## src/core/timer8_params.svh

```systemverilog
// Purpose: constants for the 8-bit timer waveform mode control block
// Assumes: 8-bit register port, one clock, synchronous reset
// Notes: offsets are word indices on the plain register port
//
// What this block does
// - every flop runs on the one clock and the timer tick only qualifies counting, matches, pwm top actions, flags and pwm compare loads.
// - a nonzero action field hands the pin to the compare output, except 01 in pwm unless output A has the high mode bit; driven only when direction is out.
// - in normal and clear-on-match modes output A does nothing, toggles, clears or sets on match.
// - in fast pwm output A toggles for 01 only with the high mode bit, 10 clears/sets at top, 11 inverts.
// - in phase pwm output A 10 clears up and sets down, 11 inverts, 01 as in fast pwm.
// - in pwm a compare equal to top with upper action bit set is ignored but top still sets or clears.
// - in normal and clear-on-match modes output B does nothing, toggles, clears or sets on match.
// - in fast pwm output B 01 has no toggle, 10 clears on match and sets at top, 11 inverts.
// - in phase pwm output B 01 has no toggle, 10 clears up and sets down, 11 inverts.
// - bits 3 and 2 of the first control register always read as zero.
// - the 3-bit mode is two low bits of control A and one high bit of control B, decoded per mode table.
// - top is 0xFF in modes 0, 1, 3 and the active compare A value in modes 2, 5, 7.
// - overflow is set at MAX in modes 0, 2, 3, at bottom in modes 1, 5 and at top in mode 7.
// - in clear-on-match and fast pwm mode 7 reaching compare A sets its flag and clears the counter.
// - clock select stops, divides by 1, 8, 64, 256, 1024 or takes the pin's falling or rising edge.
`ifndef TIMER8_PARAMS_SVH
`define TIMER8_PARAMS_SVH

// ========================================
// register offsets
`define OFS_CTRL_A 4'h0
`define OFS_CTRL_B 4'h1
`define OFS_COUNT 4'h2
`define OFS_CMP_A 4'h3
`define OFS_CMP_B 4'h4
`define OFS_STATUS 4'h5
`define OFS_IRQ_CLR 4'h6
`define OFS_IRQ_EN 4'h7

// ========================================
// field positions and reset values
`define CTRL_A_RD_MASK 8'hF3
`define CTRL_B_RD_MASK 8'h0F
`define HIGH_BIT_POS 3
`define RST_BYTE 8'h00
`define RST_FLAGS 3'h0
`define FLAG_OVF 0
`define FLAG_CMP_A 1
`define FLAG_CMP_B 2

// ========================================
// counter limits and mode codes
`define CNT_MAX 8'hFF
`define CNT_BOTTOM 8'h00
`define MODE_NORMAL 3'h0
`define MODE_PHASE_FF 3'h1
`define MODE_CTC 3'h2
`define MODE_FAST_FF 3'h3
`define MODE_PHASE_A 3'h5
`define MODE_FAST_A 3'h7

// ========================================
// clock select codes
`define CS_STOP 3'h0
`define CS_DIV1 3'h1
`define CS_DIV8 3'h2
`define CS_DIV64 3'h3
`define CS_DIV256 3'h4
`define CS_DIV1024 3'h5
`define CS_EXT_FALL 3'h6
`define CS_EXT_RISE 3'h7

`endif

```

## src/core/timer8_pkg.sv

```systemverilog
// Purpose: shared types of the timer waveform block
// Assumes: constants live in timer8_params.svh
// Notes: kinds are one-hot
package timer8_pkg;

  // ========================================
  // register port request
  typedef struct packed
  {
    logic [3:0] addr;
    logic [7:0] wdata;
    logic wr;
    logic rd;
  } bus_req_t;

  // ordinary port logic for one pin
  typedef struct packed
  {
    logic dout;
    logic dir;
  } pin_port_t;

  // counting behaviour of the decoded mode
  typedef enum logic [3:0]
  {
    KIND_NORMAL = 4'h1,
    KIND_CTC = 4'h2,
    KIND_FAST = 4'h4,
    KIND_PHASE = 4'h8
  } wave_kind_t;

endpackage

```

## src/core/timer8_prescaler.sv

```systemverilog
// Purpose: timer tick enable from clock select
// Assumes: ext_clk_pin is asynchronous to clk
// Notes: prescaler runs free, so the first divided tick may come early
`timescale 1ns/1ps
`include "timer8_params.svh"

module timer8_prescaler
(
  input wire logic clk,
  input wire logic sys_rst,
  input wire logic [2:0] clock_source_sel,
  input wire logic ext_clk_pin,
  output logic tick
);
  import timer8_pkg::*;

  logic [9:0] pre_cnt_r;
  logic pin_s1_r;
  logic pin_s2_r;
  logic pin_s3_r;
  logic tick_nxt;

  // ========================================
  // free running divider
  always_ff @(posedge clk)
  begin
    if (sys_rst)
      pre_cnt_r <= 10'h000;
    else
      pre_cnt_r <= pre_cnt_r + 10'h001;
  end

  // two-flop synchroniser, third flop for the edge
  always_ff @(posedge clk)
  begin
    if (sys_rst)
    begin
      pin_s1_r <= 1'b0;
      pin_s2_r <= 1'b0;
      pin_s3_r <= 1'b0;
    end
    else
    begin
      pin_s1_r <= ext_clk_pin;
      pin_s2_r <= pin_s1_r;
      pin_s3_r <= pin_s2_r;
    end
  end

  // tap select
  always_comb
  begin
    case (clock_source_sel)
      `CS_STOP: tick_nxt = 1'b0;
      `CS_DIV1: tick_nxt = 1'b1;
      `CS_DIV8: tick_nxt = &pre_cnt_r[2:0];
      `CS_DIV64: tick_nxt = &pre_cnt_r[5:0];
      `CS_DIV256: tick_nxt = &pre_cnt_r[7:0];
      `CS_DIV1024: tick_nxt = &pre_cnt_r[9:0];
      `CS_EXT_FALL: tick_nxt = pin_s3_r & ~pin_s2_r;
      `CS_EXT_RISE: tick_nxt = ~pin_s3_r & pin_s2_r;
      default: tick_nxt = 1'b0;
    endcase
  end

  // registered so the tick is a clean one-cycle enable
  always_ff @(posedge clk)
  begin
    if (sys_rst)
      tick <= 1'b0;
    else
      tick <= tick_nxt;
  end

endmodule

```

## src/core/timer8_waveform_mode_control.sv

```systemverilog
// Purpose: 8-bit timer with waveform modes and two compare outputs
// Assumes: pin port logic is on clk; ext clock pin is asynchronous
// Notes: pins and oe lag internal state by one cycle
`timescale 1ns/1ps
`include "timer8_params.svh"

module timer8_waveform_mode_control
(
  input wire logic clk,
  input wire logic sys_rst,
  input wire timer8_pkg::bus_req_t bus_req,
  output logic [7:0] rd_data,
  input wire logic ext_clk_pin,
  input wire timer8_pkg::pin_port_t port_a,
  input wire timer8_pkg::pin_port_t port_b,
  output logic cmp_out_a,
  output logic cmp_out_a_oe_n,
  output logic cmp_out_b,
  output logic cmp_out_b_oe_n,
  output logic irq
);
  import timer8_pkg::*;

  // ========================================
  // declarations
  logic [7:0] ctrl_a_r;
  logic [3:0] ctrl_b_r;
  logic [7:0] count_r;
  logic count_down_r;
  logic block_r;
  logic [2:0] flags_r;
  logic [2:0] irq_en_r;
  logic [7:0] rd_data_r;
  logic irq_r;
  logic timer_tick_enable;
  logic [2:0] wave_mode_sel;
  logic [2:0] clock_source_sel;
  logic wave_mode_high_bit;
  logic [1:0] out_a_action;
  logic [1:0] out_b_action;
  wave_kind_t kind;
  logic pwm;
  logic [7:0] top_val;
  logic at_top;
  logic at_max;
  logic at_bottom;
  logic ovf_hit;
  logic cmp_upd;
  logic [1:0] match_hit;
  logic [2:0] flag_set;
  logic [2:0] flag_clr;
  logic [1:0] act_arr [2];
  logic [7:0] cmp_act_a;
  logic [7:0] cmp_buf_a;
  logic [7:0] cmp_buf_b;
  logic wr_ctrl_a;
  logic wr_ctrl_b;
  logic wr_count;
  logic wr_clr;
  logic wr_en;

  // ========================================
  // field views
  assign out_a_action = ctrl_a_r[7:6];
  assign out_b_action = ctrl_a_r[5:4];
  assign wave_mode_high_bit = ctrl_b_r[`HIGH_BIT_POS];
  assign wave_mode_sel = {wave_mode_high_bit, ctrl_a_r[1:0]};
  assign clock_source_sel = ctrl_b_r[2:0];
  assign act_arr[0] = out_a_action;
  assign act_arr[1] = out_b_action;

  // write strobes per register
  assign wr_ctrl_a = bus_req.wr & (bus_req.addr == `OFS_CTRL_A);
  assign wr_ctrl_b = bus_req.wr & (bus_req.addr == `OFS_CTRL_B);
  assign wr_count = bus_req.wr & (bus_req.addr == `OFS_COUNT);
  assign wr_clr = bus_req.wr & (bus_req.addr == `OFS_IRQ_CLR);
  assign wr_en = bus_req.wr & (bus_req.addr == `OFS_IRQ_EN);

  // ========================================
  // tick source
  timer8_prescaler u_prescaler
  (
    .clk(clk),
    .sys_rst(sys_rst),
    .clock_source_sel(clock_source_sel),
    .ext_clk_pin(ext_clk_pin),
    .tick(timer_tick_enable)
  );

  // ========================================
  // mode decode; reserved modes count as normal with no top reload
  always_comb
  begin
    case (wave_mode_sel)
      `MODE_NORMAL: kind = KIND_NORMAL;
      `MODE_CTC: kind = KIND_CTC;
      `MODE_FAST_FF: kind = KIND_FAST;
      `MODE_FAST_A: kind = KIND_FAST;
      `MODE_PHASE_FF: kind = KIND_PHASE;
      `MODE_PHASE_A: kind = KIND_PHASE;
      default: kind = KIND_NORMAL;
    endcase
  end

  assign pwm = (kind == KIND_FAST) | (kind == KIND_PHASE);

  // top from compare A only in the three reloadable modes
  assign top_val = ((wave_mode_sel == `MODE_CTC) |
                    (wave_mode_sel == `MODE_PHASE_A) |
                    (wave_mode_sel == `MODE_FAST_A)) ? cmp_act_a : `CNT_MAX;
  assign at_top = (count_r == top_val);
  assign at_max = (count_r == `CNT_MAX);
  assign at_bottom = (count_r == `CNT_BOTTOM);

  // ========================================
  // control registers
  always_ff @(posedge clk)
  begin
    if (sys_rst)
      ctrl_a_r <= `RST_BYTE;
    else if (wr_ctrl_a)
      ctrl_a_r <= bus_req.wdata & `CTRL_A_RD_MASK;
  end

  // force strobes are not kept, so they read as zero
  always_ff @(posedge clk)
  begin
    if (sys_rst)
      ctrl_b_r <= 4'h0;
    else if (wr_ctrl_b)
      ctrl_b_r <= bus_req.wdata[3:0];
  end

  // ========================================
  // counter and direction
  always_ff @(posedge clk)
  begin
    if (sys_rst)
    begin
      count_r <= `CNT_BOTTOM;
      count_down_r <= 1'b0;
    end
    else if (wr_count)
    begin
      count_r <= bus_req.wdata;
      count_down_r <= count_down_r;
    end
    else if (kind != KIND_PHASE)
    begin
      count_down_r <= 1'b0;
      if (timer_tick_enable)
      begin
        if ((kind == KIND_CTC) | (kind == KIND_FAST))
          count_r <= at_top ? `CNT_BOTTOM : count_r + 8'h01;
        else
          count_r <= count_r + 8'h01;
      end
    end
    else if (timer_tick_enable)
    begin
      // dual slope: top and bottom each last one tick
      if (count_down_r)
      begin
        if (at_bottom)
        begin
          count_down_r <= 1'b0;
          count_r <= count_r + 8'h01;
        end
        else
          count_r <= count_r - 8'h01;
      end
      else if (at_top)
      begin
        count_down_r <= 1'b1;
        count_r <= at_bottom ? `CNT_BOTTOM : count_r - 8'h01;
      end
      else
        count_r <= count_r + 8'h01;
    end
  end

  // a count write blocks the match on the next tick
  always_ff @(posedge clk)
  begin
    if (sys_rst)
      block_r <= 1'b0;
    else if (wr_count)
      block_r <= 1'b1;
    else if (timer_tick_enable)
      block_r <= 1'b0;
  end

  // ========================================
  // overflow condition per mode
  always_comb
  begin
    case (kind)
      KIND_PHASE: ovf_hit = at_bottom & count_down_r;
      KIND_FAST: ovf_hit = (wave_mode_sel == `MODE_FAST_A) ? at_top : at_max;
      default: ovf_hit = at_max;
    endcase
  end

  // buffered compare values load at top in pwm modes
  assign cmp_upd = pwm & timer_tick_enable & at_top;

  // ========================================
  // compare channels
  genvar ch;
  generate
    for (ch = 0; ch < 2; ch++)
    begin : ch_g
      logic [7:0] buf_r;
      logic [7:0] act_r;
      logic oc_r;
      logic pin_r;
      logic oe_n_r;
      logic wr_cmp;
      logic ignore;
      logic hit;
      logic tgl_ok;
      logic own_pin;
      logic [1:0] act;
      logic oc_nxt;
      pin_port_t port;

      assign act = act_arr[ch];
      assign port = (ch == 0) ? port_a : port_b;
      assign wr_cmp = bus_req.wr &
                      (bus_req.addr == ((ch == 0) ? `OFS_CMP_A : `OFS_CMP_B));
      // only output A toggles in pwm, and only with the high mode bit
      assign tgl_ok = (ch == 0) & wave_mode_high_bit;
      assign ignore = pwm & (act_r == top_val) & act[1];
      assign hit = timer_tick_enable & ~block_r & (count_r == act_r);
      assign match_hit[ch] = hit;
      // A with 01 in pwm without the high bit stays with the port
      assign own_pin = (act != 2'b00) &
                       ~(pwm & (act == 2'b01) & ~tgl_ok);

      // software copy of the compare value
      always_ff @(posedge clk)
      begin
        if (sys_rst)
          buf_r <= `RST_BYTE;
        else if (wr_cmp)
          buf_r <= bus_req.wdata;
      end

      // active compare value
      always_ff @(posedge clk)
      begin
        if (sys_rst)
          act_r <= `RST_BYTE;
        else if (!pwm)
          act_r <= wr_cmp ? bus_req.wdata : buf_r;
        else if (cmp_upd)
          act_r <= buf_r;
      end

      // output action on match and at top
      always_comb
      begin
        oc_nxt = oc_r;
        if (!pwm)
        begin
          if (hit)
          begin
            case (act)
              2'b01: oc_nxt = ~oc_r;
              2'b10: oc_nxt = 1'b0;
              2'b11: oc_nxt = 1'b1;
              default: oc_nxt = oc_r;
            endcase
          end
        end
        else
        begin
          if (hit & ~ignore)
          begin
            case (act)
              2'b01: oc_nxt = tgl_ok ? ~oc_r : oc_r;
              2'b10: oc_nxt = (kind == KIND_PHASE) & count_down_r;
              2'b11: oc_nxt = ~((kind == KIND_PHASE) & count_down_r);
              default: oc_nxt = oc_r;
            endcase
          end
          // fast pwm always acts at top; phase pwm only for the ignored match
          if (timer_tick_enable & at_top & ((kind == KIND_FAST) | ignore))
          begin
            case (act)
              2'b10: oc_nxt = 1'b1;
              2'b11: oc_nxt = 1'b0;
              default: oc_nxt = oc_nxt;
            endcase
          end
        end
      end

      // compare output state
      always_ff @(posedge clk)
      begin
        if (sys_rst)
          oc_r <= 1'b0;
        else
          oc_r <= oc_nxt;
      end

      // pin mux; driver follows the port direction either way
      always_ff @(posedge clk)
      begin
        if (sys_rst)
        begin
          pin_r <= 1'b0;
          oe_n_r <= 1'b1;
        end
        else
        begin
          pin_r <= own_pin ? oc_r : port.dout;
          oe_n_r <= ~port.dir;
        end
      end
    end
  endgenerate

  assign cmp_act_a = ch_g[0].act_r;
  assign cmp_buf_a = ch_g[0].buf_r;
  assign cmp_buf_b = ch_g[1].buf_r;

  // ========================================
  // sticky flags: a set in the clear cycle wins
  assign flag_set[`FLAG_OVF] = timer_tick_enable & ovf_hit;
  assign flag_set[`FLAG_CMP_A] = match_hit[0];
  assign flag_set[`FLAG_CMP_B] = match_hit[1];
  assign flag_clr = wr_clr ? bus_req.wdata[2:0] : 3'h0;

  always_ff @(posedge clk)
  begin
    if (sys_rst)
      flags_r <= `RST_FLAGS;
    else
      flags_r <= (flags_r & ~flag_clr) | flag_set;
  end

  // interrupt enables
  always_ff @(posedge clk)
  begin
    if (sys_rst)
      irq_en_r <= `RST_FLAGS;
    else if (wr_en)
      irq_en_r <= bus_req.wdata[2:0];
  end

  // level interrupt, one cycle behind the flags
  always_ff @(posedge clk)
  begin
    if (sys_rst)
      irq_r <= 1'b0;
    else
      irq_r <= |(flags_r & irq_en_r);
  end

  // ========================================
  // read data, one cycle after the strobe; unmapped reads zero
  always_ff @(posedge clk)
  begin
    if (sys_rst)
      rd_data_r <= `RST_BYTE;
    else if (bus_req.rd)
    begin
      case (bus_req.addr)
        `OFS_CTRL_A: rd_data_r <= ctrl_a_r & `CTRL_A_RD_MASK;
        `OFS_CTRL_B: rd_data_r <= {4'h0, ctrl_b_r};
        `OFS_COUNT: rd_data_r <= count_r;
        `OFS_CMP_A: rd_data_r <= cmp_buf_a;
        `OFS_CMP_B: rd_data_r <= cmp_buf_b;
        `OFS_STATUS: rd_data_r <= {5'h00, flags_r};
        `OFS_IRQ_EN: rd_data_r <= {5'h00, irq_en_r};
        default: rd_data_r <= `RST_BYTE;
      endcase
    end
    else
      rd_data_r <= `RST_BYTE;
  end

  // ========================================
  // outputs
  assign rd_data = rd_data_r;
  assign irq = irq_r;
  assign cmp_out_a = ch_g[0].pin_r;
  assign cmp_out_a_oe_n = ch_g[0].oe_n_r;
  assign cmp_out_b = ch_g[1].pin_r;
  assign cmp_out_b_oe_n = ch_g[1].oe_n_r;

endmodule

```

## config.mk

```make
export PLATFORM = sky130hd
export DESIGN_NAME = timer8_waveform_mode_control
export DESIGN_NICKNAME = d
export VERILOG_FILES = /design/src/core/timer8_pkg.sv /design/src/core/timer8_prescaler.sv /design/src/core/timer8_waveform_mode_control.sv
export VERILOG_INCLUDE_DIRS = /design/src /design/src/core
export SDC_FILE = /design/constraint.sdc
export NUM_CORES = 1
export LEC_CHECK = 0
export ABC_AREA = 1
export BUFFER_PORTS_ARGS = -buffer_cell sky130_fd_sc_hd__buf_2
export CORE_MARGIN = 2
export CORE_UTILIZATION = 43
export DETAILED_ROUTE_END_ITERATION = 12
export GPL_TIMING_DRIVEN = 0
export SLEW_MARGIN = 0
export SYNTH_ARGS = -nofsm -noshare
export SYNTH_HDL_FRONTEND = slang
export SYNTH_SLANG_ARGS = --single-unit
```

## constraint.sdc

```tcl
create_clock -name clk -period 2.25 [get_ports clk]
set_input_delay 0.1125 -clock clk [delete_from_list [all_inputs] [get_ports clk]]
set_output_delay 0.1125 -clock clk [all_outputs]
set_load 0.1 [all_outputs]
```

==> results of run 1 <==
## metrics by stage
step | cells | total power, µW | utilization (%)
6_report | 951 | 3470 | 50.9
5_1_grt | 951 | 3570 | 50.9
4_1_cts | 945 | 3470 | 50.2
3_5_place_dp | 924 | 1960 | 47.1
2_1_floorplan | 749 | 1850 | -
3_3_place_gp | 924 | 1960 | 47.1
## cells by family (layout without fill, tap and decap cells)
group / after synthesis / after routing / share of synthesized area (%)
and+or+nand+nor: 358 / 358 / 32.0
muxes: 10 / 10 / 1.98
AOI/OAI and AO/OA: 156 / 156 / 17.7
buffers and inverters: 118 / 177 / 9.95
xor gates and xnor gates: 15 / 15 / 2.60
adders and majority gates: 5 / 5 / 1.24
DFF: 87 / 87 / 34.5
## sequential cells by signal, indices dropped and copies added, names as in the netlist, named ones only
signal and flops:
ch_g.oc_r 1, u_prescaler.pin_s1_r 1, irq 1, u_prescaler.pre_cnt_r 10, ch_g.buf_r 16, count_down_r 1, u_prescaler.pin_s2_r 1, rd_data 8
cmp_out_a_oe_n 1, ch_g.act_r 16, irq_en_r 3, cmp_out_b 1, cmp_out_b_oe_n 1, block_r 1, count_r 8, cmp_out_a 1
ctrl_b_r 4, flags_r 3, u_prescaler.tick 1, ctrl_a_r 6, u_prescaler.pin_s3_r 1
## critical path, delay by kind of cell (launching register included)
kind / cells / cell delay (ps)
AOI/OAI and AO/OA: 1 / 110
and+or+nand+nor: 9 / 1010
DFF: 1 / 310
buffers and inverters: 4 / 650
## layout make-up
type | count | share of cell area (%)
Multi-Input combinational cell | 544 | 48.5
Sequential cell | 87 | 30.1
Inverter | 89 | 5.83
Timing Repair Buffer | 46 | 4.78
Clock buffer | 10 | 3.94
Tap cell | 143 | 3.08
Buffer | 26 | 2.65
Clock inverter | 6 | 1.16
## synth_stat cells
cell | instances | area [µm²]
nor2_4 | 1 | 11.3
nor2_1 | 98 | 368
xnor2_1 | 1 | 8.76
o21ai_0 | 45 | 225
buf_1 | 1 | 3.75
a31o_2 | 2 | 17.5
xor2_1 | 14 | 123
clkbuf_1 | 15 | 56.3
and2_1 | 2 | 12.5
nand3b_1 | 2 | 15.0
nand3_4 | 1 | 17.5
and3_1 | 1 | 6.26
nand3_1 | 50 | 250
nor2_8 | 1 | 20.0
o221ai_1 | 1 | 8.76
inv_6 | 1 | 8.76
nand2_2 | 1 | 6.26
a211oi_1 | 2 | 15.0
or2_2 | 3 | 18.8
a32oi_1 | 1 | 8.76
a32o_1 | 3 | 30.0
dfxtp_1 | 87 | 1740
o22ai_1 | 10 | 62.6
ha_1 | 5 | 62.6
nand2_1 | 150 | 563
buf_6 | 6 | 67.6
a21oi_1 | 57 | 285
nand2_4 | 4 | 45.0
nand4_1 | 21 | 131
a221oi_1 | 6 | 52.6
a2111oi_0 | 1 | 8.76
a21oi_2 | 2 | 17.5
inv_1 | 86 | 323
inv_2 | 2 | 7.51
a31oi_1 | 22 | 138
o211ai_1 | 2 | 15.0
nor2_2 | 5 | 31.3
buf_2 | 7 | 35.0
nand3_2 | 2 | 20.0
mux2i_1 | 10 | 100
o21ai_1 | 2 | 10.0
nand2_8 | 1 | 20.0
nor3_1 | 15 | 75.1
## metal layers
metal  share of wire [%]  vias up
li1                    -     2614
met4                 3.1        0
met5                   0        -
met1                  45     2522
met3                 6.6       29
met2                  46      228
## final timing paths
kind / from / end / slack, ps / cells after the start
setup reg to reg: count_r[2] / count_r[2] / 80 / 14
setup / recovery: count_r[2] / count_r[2] / 80 / 14
hold reg to reg: u_prescaler.pin_s1_r / u_prescaler.pin_s2_r / 400 / 2
hold / removal: bus_req[3] / ctrl_a_r[1] / 80 / 3
## where the power goes
group	leakage, µW	switching, µW	internal, µW
sequential	0.000707	31.0	1570
clock	0.000139	649	867
combinational	0.00161	249	103
total	0.00245	928	2540
## what timing repair did
| action | in CTS | in global routing |
|---|---|---|
| pin swaps | 1 | 3 |
| resized for setup | 1 | 9 |
| buffers inserted | 0 | 9 |
| endpoints found under the setup margin | 3 | 22 |
| endpoints found under the hold margin | 5 | 0 |
| hold buffers | 5 | 0 |
==> results.json, run 1 <==
{
  "final-max-slew-violation-count": 0,
  "finalSetupViolations": 0,
  "hold_viol": 0,
  "use_met3_pct": 3.56,
  "crit_top_cell": "nand2_1",
  "met2_usage_pct": 43.1,
  "syn-num-nets": 775,
  "grt_max_degree": 16,
  "mostFrequentLayoutCell": "nand2_1",
  "syn_to_final_growth_pct": 15.2,
  "wirelength_um": 17300,
  "postSynthAreaPerCell_um2": 6.73,
  "worstMarginPinSlew_ps": 707,
  "status": "complete, no violations",
  "rsz0062_at_grt": "true",
  "hpwl_um": 13100,
  "start_util_pct": 44.2,
  "fmax_mhz": 461,
  "fin_crit_ps": 2170,
  "antenna_found_initial": 0,
  "dieArea_um2": 12600,
  "cts_tree": "built",
  "syn_area_um2": 5040,
  "vias_per_cell": 5.67,
  "drt_first_iter_violations": 514,
  "drc": 0,
  "clkTransAtPathRegs_ps": 60,
  "top_usage_layer": "met2",
  "vias": 5393,
  "finalCritPeriodShare_pct": 96.5,
  "cp_slowest_cell": "dfxtp_1",
  "max_slew_margin_pct": 52.8,
  "core-area_um2": 11400,
  "synth_cell_type_count": 43,
  "endpoint_kind": "flop",
  "die_x_um": 112,
  "worst_slack_ps": 78.5,
  "dr.pass1.iters": 5,
  "grt_pass1_vias": 5029,
  "multi_input_area_um2": 2820,
  "die_h_um": 112,
  "insertion_delay_ps": 340,
  "register_area_um2": 1750,
  "max_stage_delay_ps": 310,
  "htreeDepth": 3,
  "rows": 39,
  "clock_sinks": 87,
  "use_met1_pct": 37.8,
  "grtUsageTotal_pct": 27.3,
  "clock_skew_ps": 7.54,
  "io_pins": 34,
  "worstSetupPathType": "reg -> reg",
  "ir_worst_vdd_mv": 0.416,
  "p_per_area_nw_per_um2": 597,
  "final_cell_mix": "nand2_1, nor2_1, inv_1",
  "io_buffers": 32,
  "dp_slack_ps": -16.4,
  "critPathMaxFanout": 10,
  "design_area_um2": 5810,
  "ys_ff_latch": 87,
  "nNetsFinal": 829,
  "wl_per_cell_um": 18.2,
  "grt_pass1_wl_um": 27100,
  "hold_slack_ps": 83.9,
  "syn_inst": 749,
  "path_cells": "buf_2, inv_1, nand2_1, nor3_1, nand4_1, inv_2, nand3_1, nand2_1, nand3_1, nand2_1, inv_1, nand2_1, nand2_1, a21oi_1",
  "ys_seq_area_share_pct": 34.5,
  "required_ps": 2510,
  "cap_violations": 0,
  "hp-class": "in -> reg",
  "crit_path_start_kind": "flop",
  "ant_nets": 0,
  "grt_overflow": 0,
  "yosys_warnings": 0,
  "tns_ps": 0,
  "cp.arrival_ps": 2440,
  "clock_path_buffers": 2,
  "p_leak_uw": 0.00245,
  "place_area_um2": 5380,
  "drive_above_1_share_pct": 12.6,
  "cts_made_buffers": 9,
  "gp_congestion": 0.968,
  "root_buffer": "clkbuf_16",
  "n_fill_cell": 1184,
  "antennaDiodeCount": 0
}
No activity file was read; power rests on OpenSTA's default activity.
==> run 2: changes to the inputs <==
- PLACE_DENSITY_LB_ADDON: default -> 0.15
==> run 2 against run 1 <==
Against the previous run: final cell count fell by 0.11%; combinational power barely moved; routed wire length fell by 0.72%; sequential power barely moved; clock skew barely moved; worst hold slack got worse by 8.5 ps; flip-flop and latch count did not move; critical path type unchanged; largest cell class unchanged.
==> results.json, run 2 (synthesis gave the netlist of run 1 again) <==
{
  "cp.arrival_ps": 2440,
  "dieArea_um2": 12600,
  "seqPwrFrac_pct": 46.2,
  "ant_nets": 0,
  "top_regs": "ch_g.act_r (16), ch_g.buf_r (16), u_prescaler.pre_cnt_r (10)",
  "clock_sinks": 87,
  "place_area_um2": 5380,
  "grt_max_degree": 14,
  "antennaDiodeCount": 0,
  "endpoint_kind": "flop",
  "final_cell_mix": "nand2_1, nor2_1, dfxtp_1",
  "syn_to_final_growth_pct": 15.5,
  "dr.pass1.iters": 5,
  "worstMarginPinSlew_ps": 745,
  "clkTransAtPathRegs_ps": 60,
  "core-area_um2": 11400,
  "cp_slowest_cell": "dfxtp_1",
  "critPathBufInv": 2,
  "root_buffer": "clkbuf_16",
  "cts_tree": "built",
  "io_pins": 34,
  "max_stage_delay_ps": 540,
  "final-max-slew-violation-count": 0,
  "crit_top_cell": "nand2_1",
  "design_area_um2": 5830,
  "worst_r2r_path_depth": 9,
  "grtUsageTotal_pct": 27.6,
  "vias": 5419,
  "status": "complete, no violations",
  "nNetsFinal": 830,
  "cap_violations": 0,
  "min_path_cells": 3,
  "drc": 0,
  "grt_pass1_wl_um": 27100,
  "fin_crit_ps": 2170,
  "worstSetupPathType": "reg -> reg",
  "power.share.clock_pct": 43.6,
  "rows": 39,
  "hp-class": "in -> reg",
  "io_buffers": 32,
  "fmax_mhz": 462,
  "regToRegSetupSlack_ps": 80,
  "grt_overflow": 0,
  "ir_worst_vdd_mv": 0.558,
  "p_per_area_nw_per_um2": 595,
  "path_delay_family": "simple AND/OR/NAND/NOR gates",
  "max_slew_margin_pct": 50.4,
  "finalCritPeriodShare_pct": 96.3,
  "path_cells": "inv_1, nand2_1, nand2_1, nor2_4, nand3_4, nor2_8, buf_2, a31oi_1, a21oi_1",
  "gp_congestion": 0.963,
  "start_util_pct": 44.2,
  "p_leak_uw": 0.00247,
  "die_h_um": 112,
  "hold_slack_ps": 75.4,
  "power.internal_uw": 2580,
  "cts_made_buffers": 9,
  "antenna_found_initial": 0,
  "clock_skew_ps": 7.28,
  "htreeDepth": 3,
  "clock_path_buffers": 2,
  "p_switching_uw": 884,
  "wirelength_um": 17200,
  "insertion_delay_ps": 350,
  "pwr-share-comb_pct": 10.2,
  "rsz0062_at_grt": "true",
  "swShare_pct": 25.5,
  "drive_above_1_share_pct": 13.0,
  "crit_path_start_kind": "flop",
  "hpwl_um": 12900,
  "die_x_um": 112,
  "finalSetupViolations": 0,
  "cp.depth": 9,
  "critPathMaxFanout": 8,
  "wl_per_cell_um": 18.1,
  "grt_pass1_vias": 5019,
  "required_ps": 2530,
  "vias_per_cell": 5.70,
  "mostFrequentLayoutCell": "nand2_1",
  "hold_viol": 0,
  "drt_first_iter_violations": 569
}
run 2: cell count changes in the layout (fill, tap and decap cells not counted), sizes merged:
cell,previous run,this run
clkinvlp,2,0
inv,91,89
buf,54,55
clkbuf,23,24
clkinv,1,2
run 2: tightest hold or removal path: stages:
cell and delay, ps:
buf_2 120, nand3_1 80, a21oi_1 60
run 2: path summary, 6_finish.rpt:
path,from,to
worst max-delay path,count_r[4],ch_g[1].act_r[3]
worst min-delay path,bus_req[3],ctrl_a_r[1]
worst max register to register,count_r[4],ch_g[1].act_r[3]
worst min register to register,u_prescaler.pin_s1_r,u_prescaler.pin_s2_r
run 2: metrics by stage:
stage	util [%]	worst slack, ps	setup TNS [ps]	power [µW]	std cells
after detailed placement	47.1	-8.81	-8.81	1960	924
after CTS	50.2	12.9	0	3470	943
after global placement	47.1	-50.1	-379	1960	924
after floorplan	-	441	0	1850	749
final	51.0	84.2	0	3470	950
after global routing	51.0	-23.2	-66.6	3590	950
run 2: routing by layer:
layer / GRT usage, % / vias to the layer above / share of wire, %
met5: 0 / - / 0
met4: 12.0 / 0 / 3.8
met3: 5.29 / 35 / 8.2
met2: 42.9 / 225 / 45
met1: 37.4 / 2545 / 43
li1: - / 2614 / -
run 2: power groups by stage:
stage | registers (µW) | clock network (µW) | logic [µW]
6_report | 1600 | 1510 | 355
5_1_grt | 1600 | 1600 | 388
4_1_cts | 1600 | 1540 | 339
3_5_place_dp | 1630 | 0 | 333
3_3_place_gp | 1630 | 0 | 331
2_1_floorplan | 1660 | 0 | 192
run 2: area by class of cell:
| class | count | area [µm²] |
|---|---|---|
| Buffer | 26 | 156 |
| Fill cell | 1199 | 5590 |
| Tap cell | 143 | 179 |
| Clock buffer | 11 | 253 |
| Inverter | 89 | 342 |
| Sequential cell | 87 | 1750 |
| Timing Repair Buffer | 47 | 283 |
| Clock inverter | 3 | 43.8 |
| Multi-Input combinational cell | 544 | 2820 |
run 2: repair_timing:
action,4_1_cts,5_1_grt
hold buffers,5,0
setup endpoints to repair,5,25
buffers inserted,1,9
gates resized for setup,2,16
pin swaps,1,5
endpoints found under the hold margin,5,0
==> run 3: changes to the inputs <==
- ABC_AREA: 1 -> default
- PLACE_DENSITY: default -> 0.64
- PLACE_DENSITY_LB_ADDON: 0.15 -> default
==> run 3 against run 2 <==
Against the previous run: the flow now finishes with violations (negative setup slack); non-clock buffer count up 25; sequential power hardly changed; combinational power increased by 11%; final cell count decreased by 12%; worst hold slack worse by 69 ps; critical endpoint is now count_r[2]; largest cell class unchanged; largest power group unchanged.
==> results.json, run 3 <==
{
  "vias": 5132,
  "synth_area_leaders": "dfxtp_1, mux2i_1, nor2_1",
  "dp_cells": 794,
  "nNetsFinal": 711,
  "fin_util_pct": 54.4,
  "finalSetupViolations": 18,
  "muxShareOfSynthArea_pct": 11.1,
  "die_x_um": 113,
  "worstMarginPinSlew_ps": 814,
  "die_h_um": 113,
  "rsz0062_at_grt": "true",
  "insertion_delay_ps": 350,
  "ys_ff_latch": 87,
  "core-area_um2": 11600,
  "io_pins": 34,
  "gp_congestion": 0.969,
  "crit_path_start_kind": "flop",
  "antenna_found_initial": 0,
  "yosys.area_share.simple_pct": 24.2,
  "syn-num-nets": 647,
  "mostFrequentLayoutCell": "dfxtp_1",
  "synth_flop_cell": "dfxtp_1",
  "worst_slack_ps": -87.9,
  "drc": 0,
  "fin_cells": 833,
  "grt_pass1_vias": 4771,
  "grt_max_degree": 16,
  "tns_ps": -692,
  "required_ps": 2520,
  "root_buffer": "clkbuf_16",
  "syn_inst": 621,
  "violations": "negative setup slack",
  "cap_violations": 0,
  "start_util_pct": 44.4,
  "ys_seq_area_share_pct": 33.9,
  "hold_viol": 0,
  "fin_crit_ps": 2340,
  "synthArstFlopShare_pct": 0,
  "yosys_warnings": 0,
  "max_slew_margin_pct": 45.7,
  "p_leak_uw": 0.00242,
  "synth_top_family_by_area": "simple AND/OR/NAND/NOR gates",
  "ir_worst_vdd_mv": 0.545,
  "synth_top_area_cell": "dfxtp_1",
  "postSynthAreaPerCell_um2": 8.28,
  "grtUsageTotal_pct": 27.5,
  "finalCritPeriodShare_pct": 104,
  "hpwl_um": 12300,
  "cts_made_buffers": 9,
  "clock_path_buffers": 2,
  "antennaDiodeCount": 0,
  "clock_skew_ps": 10.9,
  "rows": 39,
  "synth_cell_type_count": 70,
  "dr.pass1.iters": 6,
  "dp_slack_ps": -599,
  "synth_most_common_cell": "dfxtp_1",
  "wirelength_um": 17400,
  "ys_top_cells_by_count": "dfxtp_1, nor2_1, nand2_1, clkbuf_1, mux2i_1",
  "status": "finished with violations",
  "cts_tree": "built",
  "worstSetupPathType": "reg -> reg",
  "hp-class": "in -> reg",
  "synth_xor_area_share_pct": 5.79,
  "critPathMaxFanout": 5,
  "fmax_mhz": 428,
  "drive_above_1_share_pct": 22.6,
  "synth-adder-area-share_pct": 1.22,
  "wl_per_cell_um": 20.9,
  "cp.arrival_ps": 2600,
  "ant_nets": 0,
  "endpoint_kind": "flop",
  "synth_compound_area_share_pct": 18.3,
  "final-max-slew-violation-count": 0,
  "clock_sinks": 87,
  "vias_per_cell": 6.16,
  "final_cell_mix": "dfxtp_1, nor2_1, nand2_1",
  "syn_to_final_growth_pct": 22.4,
  "clkTransAtPathRegs_ps": 70,
  "io_buffers": 30,
  "grt_overflow": 0,
  "htreeDepth": 3,
  "p_per_area_nw_per_um2": 562,
  "drt_first_iter_violations": 567,
  "synth_edf_count": 0,
  "synth_top_cell_area_share_pct": 33.9,
  "dieArea_um2": 12800,
  "grt_pass1_wl_um": 26900,
  "top_regs": "ch_g.act_r (16), ch_g.buf_r (16), u_prescaler.pre_cnt_r (10)",
  "syn_area_um2": 5140
}
[run 3: cell types whose count changed after synthesis, sizes merged, moves of 17 or more]
cell    previous run  this run
mux2i             10        31
o21ai             47        21
nand3             53        23
a21oi             59        29
nand2            156        54
clkbuf            15        32
nor2b              0        19
inv               89        20
mux2               0        19
nor2             105        80
[run 3: cell type report]
| type | instances | area [µm²] |
|---|---|---|
| multi-input combinational | 469 | 3330 |
| tap | 143 | 179 |
| clock buffer | 10 | 239 |
| inverter | 20 | 82.6 |
| sequential | 87 | 1770 |
| buffer | 41 | 234 |
| fill | 1051 | 5270 |
| clock inverter | 6 | 67.6 |
| timing repair buffer | 57 | 395 |
[run 3: through the flow]
step	cell area, µm²	power, µW	hold WS, ps
6_report	6290	3530	6.36
4_1_cts	6110	3540	0.566
5_1_grt	6290	3650	15.8
2_1_floorplan	5150	1860	186
3_3_place_gp	5480	1970	284
3_5_place_dp	5480	1980	290
[run 3: what timing repair did]
action                                 4_1_cts  5_1_grt
setup endpoints to repair                   28       27
hold buffers                                 4        0
resized for setup                           55       26
buffers inserted                            14        9
pin swaps                                   19       21
gates cloned                                 0        0
endpoints found under the hold margin        4        0
[run 3: report_power, final]
group	switching, µW	total (µW)	leakage [µW]	internal, µW
registers	33.0	1600	0.000711	1570
logic	250	394	0.00157	144
clock network	647	1540	0.000145	894
[run 3: cells by family (layout without fill, tap and decap cells)]
| kind of cell | after synthesis | after routing |
|---|---|---|
| muxes | 52 | 52 |
| DFF | 87 | 87 |
| xor gates and xnor gates | 34 | 34 |
| AOI/OAI and AO/OA | 134 | 134 |
| buffers and inverters | 65 | 134 |
| adders and majority gates | 5 | 5 |
| and+or+nand+nor | 244 | 244 |
[run 3: final timing paths]
check | startpoint | end | slack, ps | depth (start not counted)
hold / removal | port_b[1] | cmp_out_b | 6 | 3
setup reg to reg | ch_g[0].act_r[6] | count_r[2] | -90 | 8
hold reg to reg | u_prescaler.pin_s1_r | u_prescaler.pin_s2_r | 460 | 1
setup / recovery | ch_g[0].act_r[6] | count_r[2] | -90 | 8
[run 3: metal layers]
| metal | vias to the layer above | wire [µm] | track usage, % |
|---|---|---|---|
| met1 | 2447 | 7290 | 37.0 |
| li1 | 2365 | - | - |
| met4 | 0 | 527 | 9.84 |
| met2 | 275 | 8090 | 44.3 |
| met5 | - | 0 | 0 |
| met3 | 45 | 1540 | 4.93 |
[run 3: worst max-delay path, stage by stage, from the launching register on]
cell and delay [ps]:
dfxtp_4 380, inv_2 70, a222oi_1 350, buf_4 190, a31oi_4 140, o41a_1 470
and4b_2 350, a41oi_2 40, a311oi_1 260
